$ cat config.mk
export PLATFORM = sky130hd
export DESIGN_NAME = iop_port_top
export DESIGN_NICKNAME = d
export VERILOG_FILES = /design/src/pkg/iop_pkg.sv /design/src/core/iop_sync.sv /design/src/core/iop_pin_drive.sv /design/src/core/iop_port_top.sv
export VERILOG_INCLUDE_DIRS = /design/src /design/src/pkg
export SDC_FILE = /design/constraint.sdc
export NUM_CORES = 1
export LEC_CHECK = 0
export BUFFER_PORTS_ARGS = -buffer_cell sky130_fd_sc_hd__buf_2
export CAP_MARGIN = 20
export CORE_MARGIN = 3
export CORE_UTILIZATION = 48
export DETAILED_ROUTE_END_ITERATION = 12
export GPL_TIMING_DRIVEN = 1
export HOLD_SLACK_MARGIN = 0.03
export PLACE_DENSITY = 0.84
export SLEW_MARGIN = 20
export SYNTH_ARGS = -nofsm -noshare
export SYNTH_HDL_FRONTEND = slang
export SYNTH_SLANG_ARGS = --single-unit
$ cat constraint.sdc
create_clock -name pclk -period 3.03 [get_ports pclk]
set_input_delay 0.4545 -clock pclk [delete_from_list [all_inputs] [get_ports pclk]]
set_output_delay 0.4545 -clock pclk [all_outputs]
set_load 0.005 [all_outputs]
$ cat src/pkg/iop_params.svh
`ifndef IOP_PARAMS_SVH
`define IOP_PARAMS_SVH

// register indices, byte address is four times the index
`define IOP_IDX_DIR 16'hFFCD
`define IOP_IDX_IN 16'hFFCE
`define IOP_IDX_DAT 16'hFFCF
`define IOP_IDX_LSB 2

// bus geometry
`define IOP_ADDR_W 18
`define IOP_DATA_W 32
`define IOP_REG_W 8

// reset values, direction read value and fixed ones
`define IOP_DIR_RST 8'hE0
`define IOP_DAT_RST 8'hE0
`define IOP_DIR_READ 8'hFF
`define IOP_FIXED_ONES 8'hE0

// spare bit position, pin counts and store width
`define IOP_SPARE_BIT 4
`define IOP_IO_PINS 4
`define IOP_IN_PINS 8
`define IOP_STORE_W 5

// synchroniser depth
`define IOP_SYNC_STAGES 2

`endif

$ cat src/pkg/iop_pkg.sv
`include "iop_params.svh"

package iop_pkg;

   typedef enum logic [0:0] {
      IOP_ST_IDLE = 1'b0,
      IOP_ST_ACCESS = 1'b1
   } iop_bus_state_t;

   typedef enum logic [1:0] {
      IOP_SEL_NONE = 2'b00,
      IOP_SEL_DIR = 2'b01,
      IOP_SEL_IN = 2'b10,
      IOP_SEL_DAT = 2'b11
   } iop_sel_t;

   typedef struct packed {
      logic [`IOP_STORE_W-1:0] dir;
      logic [`IOP_STORE_W-1:0] dat;
   } iop_pin_cfg_t;

   typedef struct packed {
      logic [`IOP_REG_W-1:0] rdata;
      logic err;
   } iop_answer_t;

endpackage : iop_pkg

$ cat src/core/iop_sync.sv
`include "iop_params.svh"

module iop_sync import iop_pkg::*; #(
   parameter int WIDTH = 1,
   parameter logic RST_VAL = 1'b0
) (
   input wire logic pclk,
   input wire logic presetn,
   input wire logic [WIDTH-1:0] async_in,
   output logic [WIDTH-1:0] sync_out
);

   logic [WIDTH-1:0] meta_q;
   logic [WIDTH-1:0] sync_q;

   if (WIDTH < 1) begin : g_bad_width
      $error("iop_sync: WIDTH must be at least 1");
   end

   // first stage feeds only the second
   always_ff @(posedge pclk or negedge presetn) begin
      if (!presetn) begin
         meta_q <= {WIDTH{RST_VAL}};
         sync_q <= {WIDTH{RST_VAL}};
      end else begin
         meta_q <= async_in;
         sync_q <= meta_q;
      end
   end

   assign sync_out = sync_q;

endmodule : iop_sync

$ cat src/core/iop_pin_drive.sv
`include "iop_params.svh"

module iop_pin_drive import iop_pkg::*; (
   input wire logic pclk,
   input wire logic presetn,
   input wire iop_pin_cfg_t cfg,
   input wire logic hw_stby,
   input wire logic [`IOP_IO_PINS-1:0] pin_lvl,
   output logic [`IOP_IO_PINS-1:0] pin_out,
   output logic [`IOP_IO_PINS-1:0] pin_oe_n,
   output logic [`IOP_IO_PINS-1:0] intreq_n
);

   logic [`IOP_IO_PINS-1:0] out_d;
   logic [`IOP_IO_PINS-1:0] out_q;
   logic [`IOP_IO_PINS-1:0] oe_n_d;
   logic [`IOP_IO_PINS-1:0] oe_n_q;
   logic [`IOP_IO_PINS-1:0] irq_d;
   logic [`IOP_IO_PINS-1:0] irq_q;

   genvar i;
   generate
      for (i = 0; i < `IOP_IO_PINS; i++) begin : g_pin
         always_comb begin
            out_d[i] = cfg.dat[i];
            // drive only with direction set; hardware standby floats all pins
            oe_n_d[i] = ~(cfg.dir[i] & ~hw_stby);
            // interrupt path sees the pin whatever its direction
            irq_d[i] = pin_lvl[i];
         end
      end
   endgenerate

   always_ff @(posedge pclk or negedge presetn) begin
      if (!presetn) begin
         out_q <= '0;
         oe_n_q <= '1;
         irq_q <= '1;
      end else begin
         out_q <= out_d;
         oe_n_q <= oe_n_d;
         irq_q <= irq_d;
      end
   end

   assign pin_out = out_q;
   assign pin_oe_n = oe_n_q;
   assign intreq_n = irq_q;

endmodule : iop_pin_drive

$ cat src/core/iop_port_top.sv
// Our own choice: the APB interface to the registers.
`include "iop_params.svh"

// Operation
// - the input level register at index 0xFFCE returns the present input pin levels, never a stored value.
// - the eight input pins have no direction control and no direction register.
// - the second port has four pins for input or output, each also an active-low interrupt request input.
// - the write-only direction register at index 0xFFCD loads 0xE0 on reset and hardware standby, bits 7 to 5 at one.
// - reading the direction register returns all ones whatever was written.
// - a pin of the second port drives its data bit when its direction bit is one and is an input otherwise.
// - in software standby the direction register keeps its value and driven pins keep driving.
// - the data register at index 0xFFCF holds output data for pins 3 to 0 and loads 0xE0 on reset and hardware standby.
// - a data register read gives the stored bit where the direction bit is one and the pin level where it is zero.
// - data register bits 7 to 5 ignore writes and read as one.
// - data bit 4 is writable, drives no pin, and reads back only when direction bit 4 is one, else one.
// - the data register keeps its contents during software standby.
module iop_port_top import iop_pkg::*; #(
   parameter int ADDR_W = `IOP_ADDR_W,
   parameter int IN_W = `IOP_IN_PINS
) (
   input wire logic pclk,
   input wire logic presetn,
   input wire logic psel,
   input wire logic penable,
   input wire logic pwrite,
   input wire logic [ADDR_W-1:0] paddr,
   input wire logic [`IOP_DATA_W-1:0] pwdata,
   input wire logic [3:0] pstrb,
   output logic [`IOP_DATA_W-1:0] prdata,
   output logic pready,
   output logic pslverr,
   input wire logic [IN_W-1:0] input_pins,
   input wire logic [`IOP_IO_PINS-1:0] io_pin_in,
   output logic [`IOP_IO_PINS-1:0] io_pin_out,
   output logic [`IOP_IO_PINS-1:0] io_pin_oe_n,
   output logic intreq_in0_n,
   output logic intreq_in1_n,
   output logic intreq_in2_n,
   output logic intreq_in3_n,
   input wire logic hw_stby_n,
   input wire logic sw_stby
);

   localparam int SYNC_W = IN_W + `IOP_IO_PINS + 1;

   // elaboration guards: decode needs the whole index, the read view one byte
   if (ADDR_W < `IOP_IDX_LSB + 16) begin : g_bad_addr_w
      $error("iop_port_top: ADDR_W too small for the register indices");
   end
   if (IN_W < 1 || IN_W > `IOP_REG_W) begin : g_bad_in_w
      $error("iop_port_top: IN_W must lie between 1 and the register width");
   end
   if (`IOP_STORE_W <= `IOP_SPARE_BIT || `IOP_IO_PINS > `IOP_SPARE_BIT) begin : g_bad_store_w
      $error("iop_port_top: stored bits must cover the pins and the spare bit");
   end
   if (`IOP_DATA_W < `IOP_REG_W) begin : g_bad_data_w
      $error("iop_port_top: bus narrower than one register");
   end

   // synchronised pins

   logic [SYNC_W-1:0] sync_raw;
   logic [SYNC_W-1:0] sync_lvl;
   logic [IN_W-1:0] in_lvl;
   logic [`IOP_IO_PINS-1:0] io_lvl;
   logic hw_stby;

   assign sync_raw = {hw_stby_n, io_pin_in, input_pins};

   // every pin crosses into pclk before any logic sees it
   iop_sync #(
      .WIDTH(SYNC_W),
      .RST_VAL(1'b1)
   ) u_sync (
      .pclk(pclk),
      .presetn(presetn),
      .async_in(sync_raw),
      .sync_out(sync_lvl)
   );

   assign in_lvl = sync_lvl[IN_W-1:0];
   assign io_lvl = sync_lvl[IN_W +: `IOP_IO_PINS];
   assign hw_stby = ~sync_lvl[SYNC_W-1];

   // address decode, shared by read and write paths

   function automatic iop_sel_t iop_decode(input logic [ADDR_W-1:0] addr);
      logic [15:0] idx;
      idx = addr[`IOP_IDX_LSB +: 16];
      iop_decode = IOP_SEL_NONE;
      if (addr[`IOP_IDX_LSB-1:0] != '0) begin
         iop_decode = IOP_SEL_NONE;
      end else if ((addr >> (`IOP_IDX_LSB + 16)) != '0) begin
         iop_decode = IOP_SEL_NONE;
      end else if (idx == `IOP_IDX_DIR) begin
         iop_decode = IOP_SEL_DIR;
      end else if (idx == `IOP_IDX_IN) begin
         iop_decode = IOP_SEL_IN;
      end else if (idx == `IOP_IDX_DAT) begin
         iop_decode = IOP_SEL_DAT;
      end
   endfunction : iop_decode

   // read view of the data register
   function automatic logic [`IOP_REG_W-1:0] iop_dat_view(
      input logic [`IOP_STORE_W-1:0] dir,
      input logic [`IOP_STORE_W-1:0] dat,
      input logic [`IOP_IO_PINS-1:0] lvl
   );
      logic [`IOP_REG_W-1:0] v;
      v = `IOP_FIXED_ONES;
      for (int b = 0; b < `IOP_IO_PINS; b++) begin
         v[b] = dir[b] ? dat[b] : lvl[b];
      end
      // spare bit has no pin behind it
      v[`IOP_SPARE_BIT] = dir[`IOP_SPARE_BIT] ? dat[`IOP_SPARE_BIT] : 1'b1;
      iop_dat_view = v;
   endfunction : iop_dat_view

   // bus handshake

   iop_bus_state_t st_q;
   iop_bus_state_t st_d;
   logic rdy_q;
   logic rdy_d;
   iop_answer_t ans_q;
   iop_answer_t ans_d;
   iop_sel_t sel;
   logic setup;
   logic commit;

   assign sel = iop_decode(paddr);
   assign setup = psel & ~penable;
   assign commit = psel & penable & rdy_q;

   // registers

   logic [`IOP_STORE_W-1:0] dir_q;
   logic [`IOP_STORE_W-1:0] dir_d;
   logic [`IOP_STORE_W-1:0] dat_q;
   logic [`IOP_STORE_W-1:0] dat_d;
   logic wr_ok;

   // answer prepared in setup, so read data leaves a flop
   always_comb begin
      st_d = st_q;
      rdy_d = 1'b0;
      ans_d = ans_q;
      case (st_q)
         IOP_ST_IDLE: begin
            if (setup) begin
               st_d = IOP_ST_ACCESS;
               rdy_d = 1'b1;
               ans_d.err = 1'b0;
               ans_d.rdata = '0;
               case (sel)
                  IOP_SEL_DIR: begin
                     ans_d.rdata = `IOP_DIR_READ;
                  end
                  IOP_SEL_IN: begin
                     // live synchronised levels, nothing stored
                     ans_d.rdata = `IOP_REG_W'(in_lvl);
                     ans_d.err = pwrite;
                  end
                  IOP_SEL_DAT: begin
                     ans_d.rdata = iop_dat_view(dir_q, dat_q, io_lvl);
                  end
                  default: begin
                     ans_d.err = 1'b1;
                  end
               endcase
               if (pwrite) begin
                  ans_d.rdata = '0;
               end
            end
         end
         IOP_ST_ACCESS: begin
            rdy_d = 1'b0;
            if (commit) begin
               st_d = IOP_ST_IDLE;
            end else begin
               rdy_d = 1'b1;
            end
         end
         default: begin
            st_d = IOP_ST_IDLE;
            rdy_d = 1'b0;
         end
      endcase
   end

   always_ff @(posedge pclk or negedge presetn) begin
      if (!presetn) begin
         st_q <= IOP_ST_IDLE;
         rdy_q <= 1'b0;
         ans_q <= '0;
      end else begin
         st_q <= st_d;
         rdy_q <= rdy_d;
         ans_q <= ans_d;
      end
   end

   // writes land only at the completing edge, never in standby
   assign wr_ok = commit & pwrite & ~ans_q.err & pstrb[0] & ~sw_stby & ~hw_stby;

   logic wr_dir;
   logic wr_dat;

   assign wr_dir = wr_ok & (sel == IOP_SEL_DIR);
   assign wr_dat = wr_ok & (sel == IOP_SEL_DAT);

   // direction store: bits 7 to 5 are not stored, they are constant ones
   always_comb begin
      dir_d = dir_q;
      if (hw_stby) begin
         dir_d = `IOP_STORE_W'(`IOP_DIR_RST);
      end else if (wr_dir) begin
         dir_d = pwdata[`IOP_STORE_W-1:0];
      end
   end

   always_ff @(posedge pclk or negedge presetn) begin
      if (!presetn) begin
         dir_q <= `IOP_STORE_W'(`IOP_DIR_RST);
      end else begin
         dir_q <= dir_d;
      end
   end

   // data store: bit 4 has no pin, it only feeds the read view
   always_comb begin
      dat_d = dat_q;
      if (hw_stby) begin
         dat_d = `IOP_STORE_W'(`IOP_DAT_RST);
      end else if (wr_dat) begin
         dat_d = pwdata[`IOP_STORE_W-1:0];
      end
   end

   always_ff @(posedge pclk or negedge presetn) begin
      if (!presetn) begin
         dat_q <= `IOP_STORE_W'(`IOP_DAT_RST);
      end else begin
         dat_q <= dat_d;
      end
   end

   // pin drive and interrupt requests

   iop_pin_cfg_t cfg;
   logic [`IOP_IO_PINS-1:0] irq_n;

   assign cfg = '{dir: dir_q, dat: dat_q};

   // no guard on pins 3 to 0: a set direction bit does drive
   iop_pin_drive u_pins (
      .pclk(pclk),
      .presetn(presetn),
      .cfg(cfg),
      .hw_stby(hw_stby),
      .pin_lvl(io_lvl),
      .pin_out(io_pin_out),
      .pin_oe_n(io_pin_oe_n),
      .intreq_n(irq_n)
   );

   assign intreq_in0_n = irq_n[0];
   assign intreq_in1_n = irq_n[1];
   assign intreq_in2_n = irq_n[2];
   assign intreq_in3_n = irq_n[3];

   // bus outputs, each from a flop; error must not leak past the access cycle

   logic [`IOP_DATA_W-1:0] prdata_q;
   logic [`IOP_DATA_W-1:0] prdata_d;
   logic slverr_q;
   logic slverr_d;

   always_comb begin
      prdata_d = `IOP_DATA_W'(ans_d.rdata);
      slverr_d = rdy_d & ans_d.err;
   end

   always_ff @(posedge pclk or negedge presetn) begin
      if (!presetn) begin
         prdata_q <= '0;
         slverr_q <= 1'b0;
      end else begin
         prdata_q <= prdata_d;
         slverr_q <= slverr_d;
      end
   end

   assign prdata = prdata_q;
   assign pready = rdy_q;
   assign pslverr = slverr_q;

endmodule : iop_port_top

### Yosys cells after proc, flatten, opt, wreduce, memory -nomap -nowiden

Index checks and enable logic that the tools add are counted.

* register bits: 59
* latch bits: 0
* RAM bits: 0
* memory bits (read-only): 0
* output and inout port bits: 46
* word-level logic and storage cells: 66
* memories: 0

* add/sub/neg operators: 0
* $mul: 0
* divide/modulo/power cells: 0
* $lt $le $gt $ge: 0
* equal/unequal tests: 8
* shift-type cells: 0
* multiplexer cells: 21
* bitwise logic cells: 23
* reductions and logical operators: 3

Operator list (number)
* $eq 16x16->1 const B: 3
* $pmux 8 s3: 1
* $mux 5: 4
* $mux 9: 2
* $and 1x1->1: 15
* $mux 2: 4
* $mux 8: 1
* $not 1->1: 8
* $mux 1: 7
* $eq 2x2->1 const B: 2
* $ne 2x2->1 const B: 2
* $pmux 1 s2: 2
* $eq 2x1->1 const B: 1
* $reduce_and 2->1: 1
* $reduce_bool 2->1: 1
* $reduce_or 2->1: 1

### Longest topological paths before layout

* depth after elaboration: 11
* gate-level depth with buffers: 5
* depth with buffers taken out: 4

### Modules after synthesis

A second synthesis with hierarchy kept.

* cells, all modules: 186
* area total of the unflattened synthesis: 2374.8 µm²

By module, submodules not included
* iop_port_top: times used 1, cells an instance 144, area an instance 1356.3 µm²
* iop_sync: times used 1, cells an instance 26, area an instance 683.2 µm²
* iop_pin_drive: times used 1, cells an instance 16, area an instance 335.3 µm²

### Worst setup path before layout

No wires, ideal clock.

* kind: input -> register
* from: in paddr[7]
* to: reg dir_q[0]
* setup time: 123 ps
* data arrival time: 1795 ps
* data required time: 2907 ps
* path slack: 1111 ps
* stages on the path: 5
* path through: nand4b_1 > or4_4 > or3_1 > buf_6 > mux2i_1

* cells in the longest elaborated chain, start to end: 8

Ends and longest elaborated chain
* from (decl): line iop_port_top.sv:26 `input wire logic [ADDR_W-1:0] paddr,`
* $eq 16x16->1 (no source line)
* $mux 2: line iop_port_top.sv:99 `` end else if (idx == `IOP_IDX_DAT) begin ``
* $mux 2: line iop_port_top.sv:97 `` end else if (idx == `IOP_IDX_IN) begin ``
* $mux 2 (*): line iop_port_top.sv:95 `` end else if (idx == `IOP_IDX_DIR) begin ``
* $mux 2 (*): line iop_port_top.sv:91 `` if (addr[`IOP_IDX_LSB-1:0] != '0) begin ``
* $eq 2x1->1 (*): line iop_port_top.sv:210 `assign wr_dir = wr_ok & (sel == IOP_SEL_DIR);`
* $and 1x1->1 (*): line iop_port_top.sv:210
* $ne 2x2->1 (no source line) (*)
* to (signal assigned): line iop_port_top.sv:225 `` dir_q <= `IOP_STORE_W'(`IOP_DIR_RST); ``
* to (signal assigned): line iop_port_top.sv:227 `dir_q <= dir_d;`
* to (decl): line iop_port_top.sv:138 `` logic [`IOP_STORE_W-1:0] dir_q; ``

Mark *: on every way between the ends. The rest lies on a longest branch, timed or not.
A chain may end at the register's enable or synchronous reset.

### Final worst setup path

* from: in paddr[7]
* to: reg dir_q[1]

The elaborated chain is that of the path after synthesis.

==> metrics.csv <==
stage,metric,value,unit
outcome,status,finished clean,
global_routing,initial antenna violation count,0,
clock_tree,# hold bufs at CTS,0,
placement,DP Cell Count,288,
global_routing,vias in the first global route,1378,
critical_path,register-to-register setup slack,1.27,ns
sta,min cycle time layout,1.821,ns
sta,Tcrit/Tclk final,0.6011,
sta,f_max,0.5491,GHz
global_routing,gr usage total,0.1477,
cells_and_area,multi-input gate area in the final layout,630.6,um2
synth,top post-synthesis cells by area,"dfstp_2, dfrtp_1, buf_4",
clock_tree,CTS HTree Levels,3,
critical_path,worst path arrival time,2.02,ns
hold_path,worst hold path class,in -> async,
floorplanning,die area,5777,um2
floorplanning,num ports,119,
detailed_routing,DRT iter0 DRCs,87,
pwr,internal power,1.247,mW
synth,YS warnings,0,
cells_and_area,Reg area,1519,um2
job,# Max-Cap Violations,0,
placement,detailed placer's ending HPWL,2903,um
placement,I/O Buffers,64,
cells_and_area,cell area after layout,2755,um2
clock_tree,Post-CTS Setup Inserts,0,
sta,RSZ-0062 raised after global routing,no,
pwr,P_sw,0.3541,mW
cells_and_area,layout cell share with drive strength beyond 1,0.5146,
critical_path,FF-to-FF End,dir_q[1],
floorplanning,row count,24,
cells_and_area,"commonest non-fill, non-tap cell in the layout",buf_2,
pwr,Seq pwr share,0.527,
pwr,PwrDens,581.3,nW/um2
detailed_routing,final WL,4103,um
global_routing,largest net degree at the start of global routing,50,
synth,synth unique cells,26,
sta,Max Slew Vio Count,0,
cells_and_area,antenna diode count,0,
sta,Final Hold Slack,0.1262,ns
detailed_routing,DRC Markers,0,
clock_tree,CTS tree,done,
detailed_routing,drt wl/cell,13.50,um
cells_and_area,"commonest cells after routing, fill and taps aside","buf_2, dfstp_2, dfrtp_1",
detailed_routing,Via density,4.474,
global_routing,GRT overflow,0,
cells_and_area,Post-Layout Cell Count,304,
clock_tree,Clock Tree Buf Depth,2,
critical_path,RR Startpoint,ans_q[0],
critical_path,kind of critical path,in -> reg,
placement,gpl congestion,0.7234,
placement,placed cell areas,2566,um2
synth,Synth Instances,174,
critical_path,Required @ worst endpoint,3.22,ns
sta,Clock Skews,0.006933,ns
floorplanning,Initial Util,0.5188,
critical_path,worst-path fanout max,5,
floorplanning,Die X,76.01,um
pwr,worst vdd rail ir drop,208.5,uV
detailed_routing,Final ANT Viol Nets,0,
detailed_routing,1st-pass router iterations,4,
synth,Synth Register Bits,59,
cells_and_area,area growth from synthesis to layout,17.13,%
critical_path,R2R cell count,4,
pwr,Switching Share,0.2211,
sta,Least-Margin Pin Slew,0.5805,ns
clock_tree,post-cts sizing count,0,
pwr,Comb power frac,0.058,
clock_tree,clk sinks,59,
synth,top cell type's share of synthesized area,0.3798,
critical_path,CP startpoint,paddr[7],
sta,final setup fails,0,
pwr,Pleak,1.394,nW
synth,Syn Area/Cell,13.52,um2
cells_and_area,Filler cells,359,
sta,Fin. Hold Viols,0,
cells_and_area,Layout Nets,307,
synth,synthesized cell area,2352,um2
global_routing,global-route wire length before repair,6499,um
clock_tree,cts bufs inserted,9,
critical_path,type of origin of the critical path,input port,
pwr,Clk pwr share,0.415,
synth,sequential area share after synthesis,0.6457,
clock_tree,root buf cell,clkbuf_8,
detailed_routing,via count,1360,
floorplanning,Core Area,4534,um2
sta,setup TNS,0,ns
synth,Synth area leader,dfstp_2,
clock_tree,latest clock arrival within the worst-skew pair,0.33,ns
floorplanning,die height,76.01,um
sta,Relative slew margins,0.6130,
critical_path,Crit. End Element,register,
clock_tree,clk slew on worst S/H paths,0.06,ns
## Yosys cell counts (all sizes together)
cell type and count:
nand3 1, dfstp 34, a22o 8, inv 2
or3 2, nor2 2, nor4 1, nand4bb 1
mux2 4, nor4bb 1, nand4b 3, or2 3
dfrtp 25, o22ai 1, clkbuf 5, nand2b 1
or4 1, conb 1, nand2 24, o21bai 1
mux2i 15, a21oi 1, buf 34, nand4 2
a21boi 1
## stage by stage
step	total power, mW	setup WS [ns]	utilization
after floorplan	0.9129	1.111	-
after global placement	0.9455	0.8786	0.5659
after detailed placement	0.9487	0.8675	0.5659
after CTS	1.622	1.224	0.6071
after global routing	1.666	1.176	0.6076
final	1.601	1.209	0.6076
## worst max-delay path by stage
stage	endpoint	slack, ns	cells after the start
finish	dir_q[1]	1.21	5
global route	dat_q[1]	1.18	4
CTS	dat_q[1]	1.22	5
detailed placement	dat_q[1]	0.87	5
global placement	dir_q[2]	0.88	5
floorplan	dir_q[0]	1.11	5
## cell type report
| class | count | area share |
|---|---|---|
| clock inverter | 5 | 0.01998 |
| tap | 65 | 0.02952 |
| inverter | 2 | 0.002725 |
| clock buffer | 11 | 0.04768 |
| sequential | 59 | 0.5513 |
| timing repair buffer | 65 | 0.1199 |
| multi-input combinational | 97 | 0.2289 |
## flip-flops by register name, summed over array words and instances, names as in the netlist
register,cells
u_pins.pin_oe_n,4
pready,1
ans_q,1
prdata,8
u_sync.meta_q,13
u_sync.sync_out,13
u_pins.pin_out,4
pslverr,1
dat_q,5
dir_q,5
u_pins.intreq_n,4
## cells by family (layout without fill, tap and decap cells)
kind of cell / count (synthesis) / count (layout) / synth area share
mux: 19 / 19 / 0.08298
buf+inv: 41 / 83 / 0.1229
flops: 59 / 59 / 0.6457
other cells: 1 / 24 / 0.001594
simple gates: 42 / 42 / 0.1059
compound gates: 12 / 12 / 0.04096
## critical path: stages
cell and delay (ns):
buf_2 0.09, nand4b_1 0.16, or4_4 0.58, or3_1 0.55, mux2i_1 0.18
## routing by layer
layer,routed length [um],global-route usage,up-vias
li1,-,-,646
met1,1602,0.1668,639
met2,1997,0.2314,62
met3,351,0.04846,13
met4,152,0.1141,0
met5,0,0,-
## power by group through the flow
stage          Combinational [mW]  Sequential [mW]  Clock, mW
5_1_grt                     0.105            0.847      0.714
6_report                   0.0923            0.845      0.664
2_1_floorplan              0.0614            0.851          0
4_1_cts                    0.0931            0.845      0.684
3_5_place_dp               0.0924            0.856          0
3_3_place_gp               0.0904            0.855          0
Power figures use the tool's default switching activity.
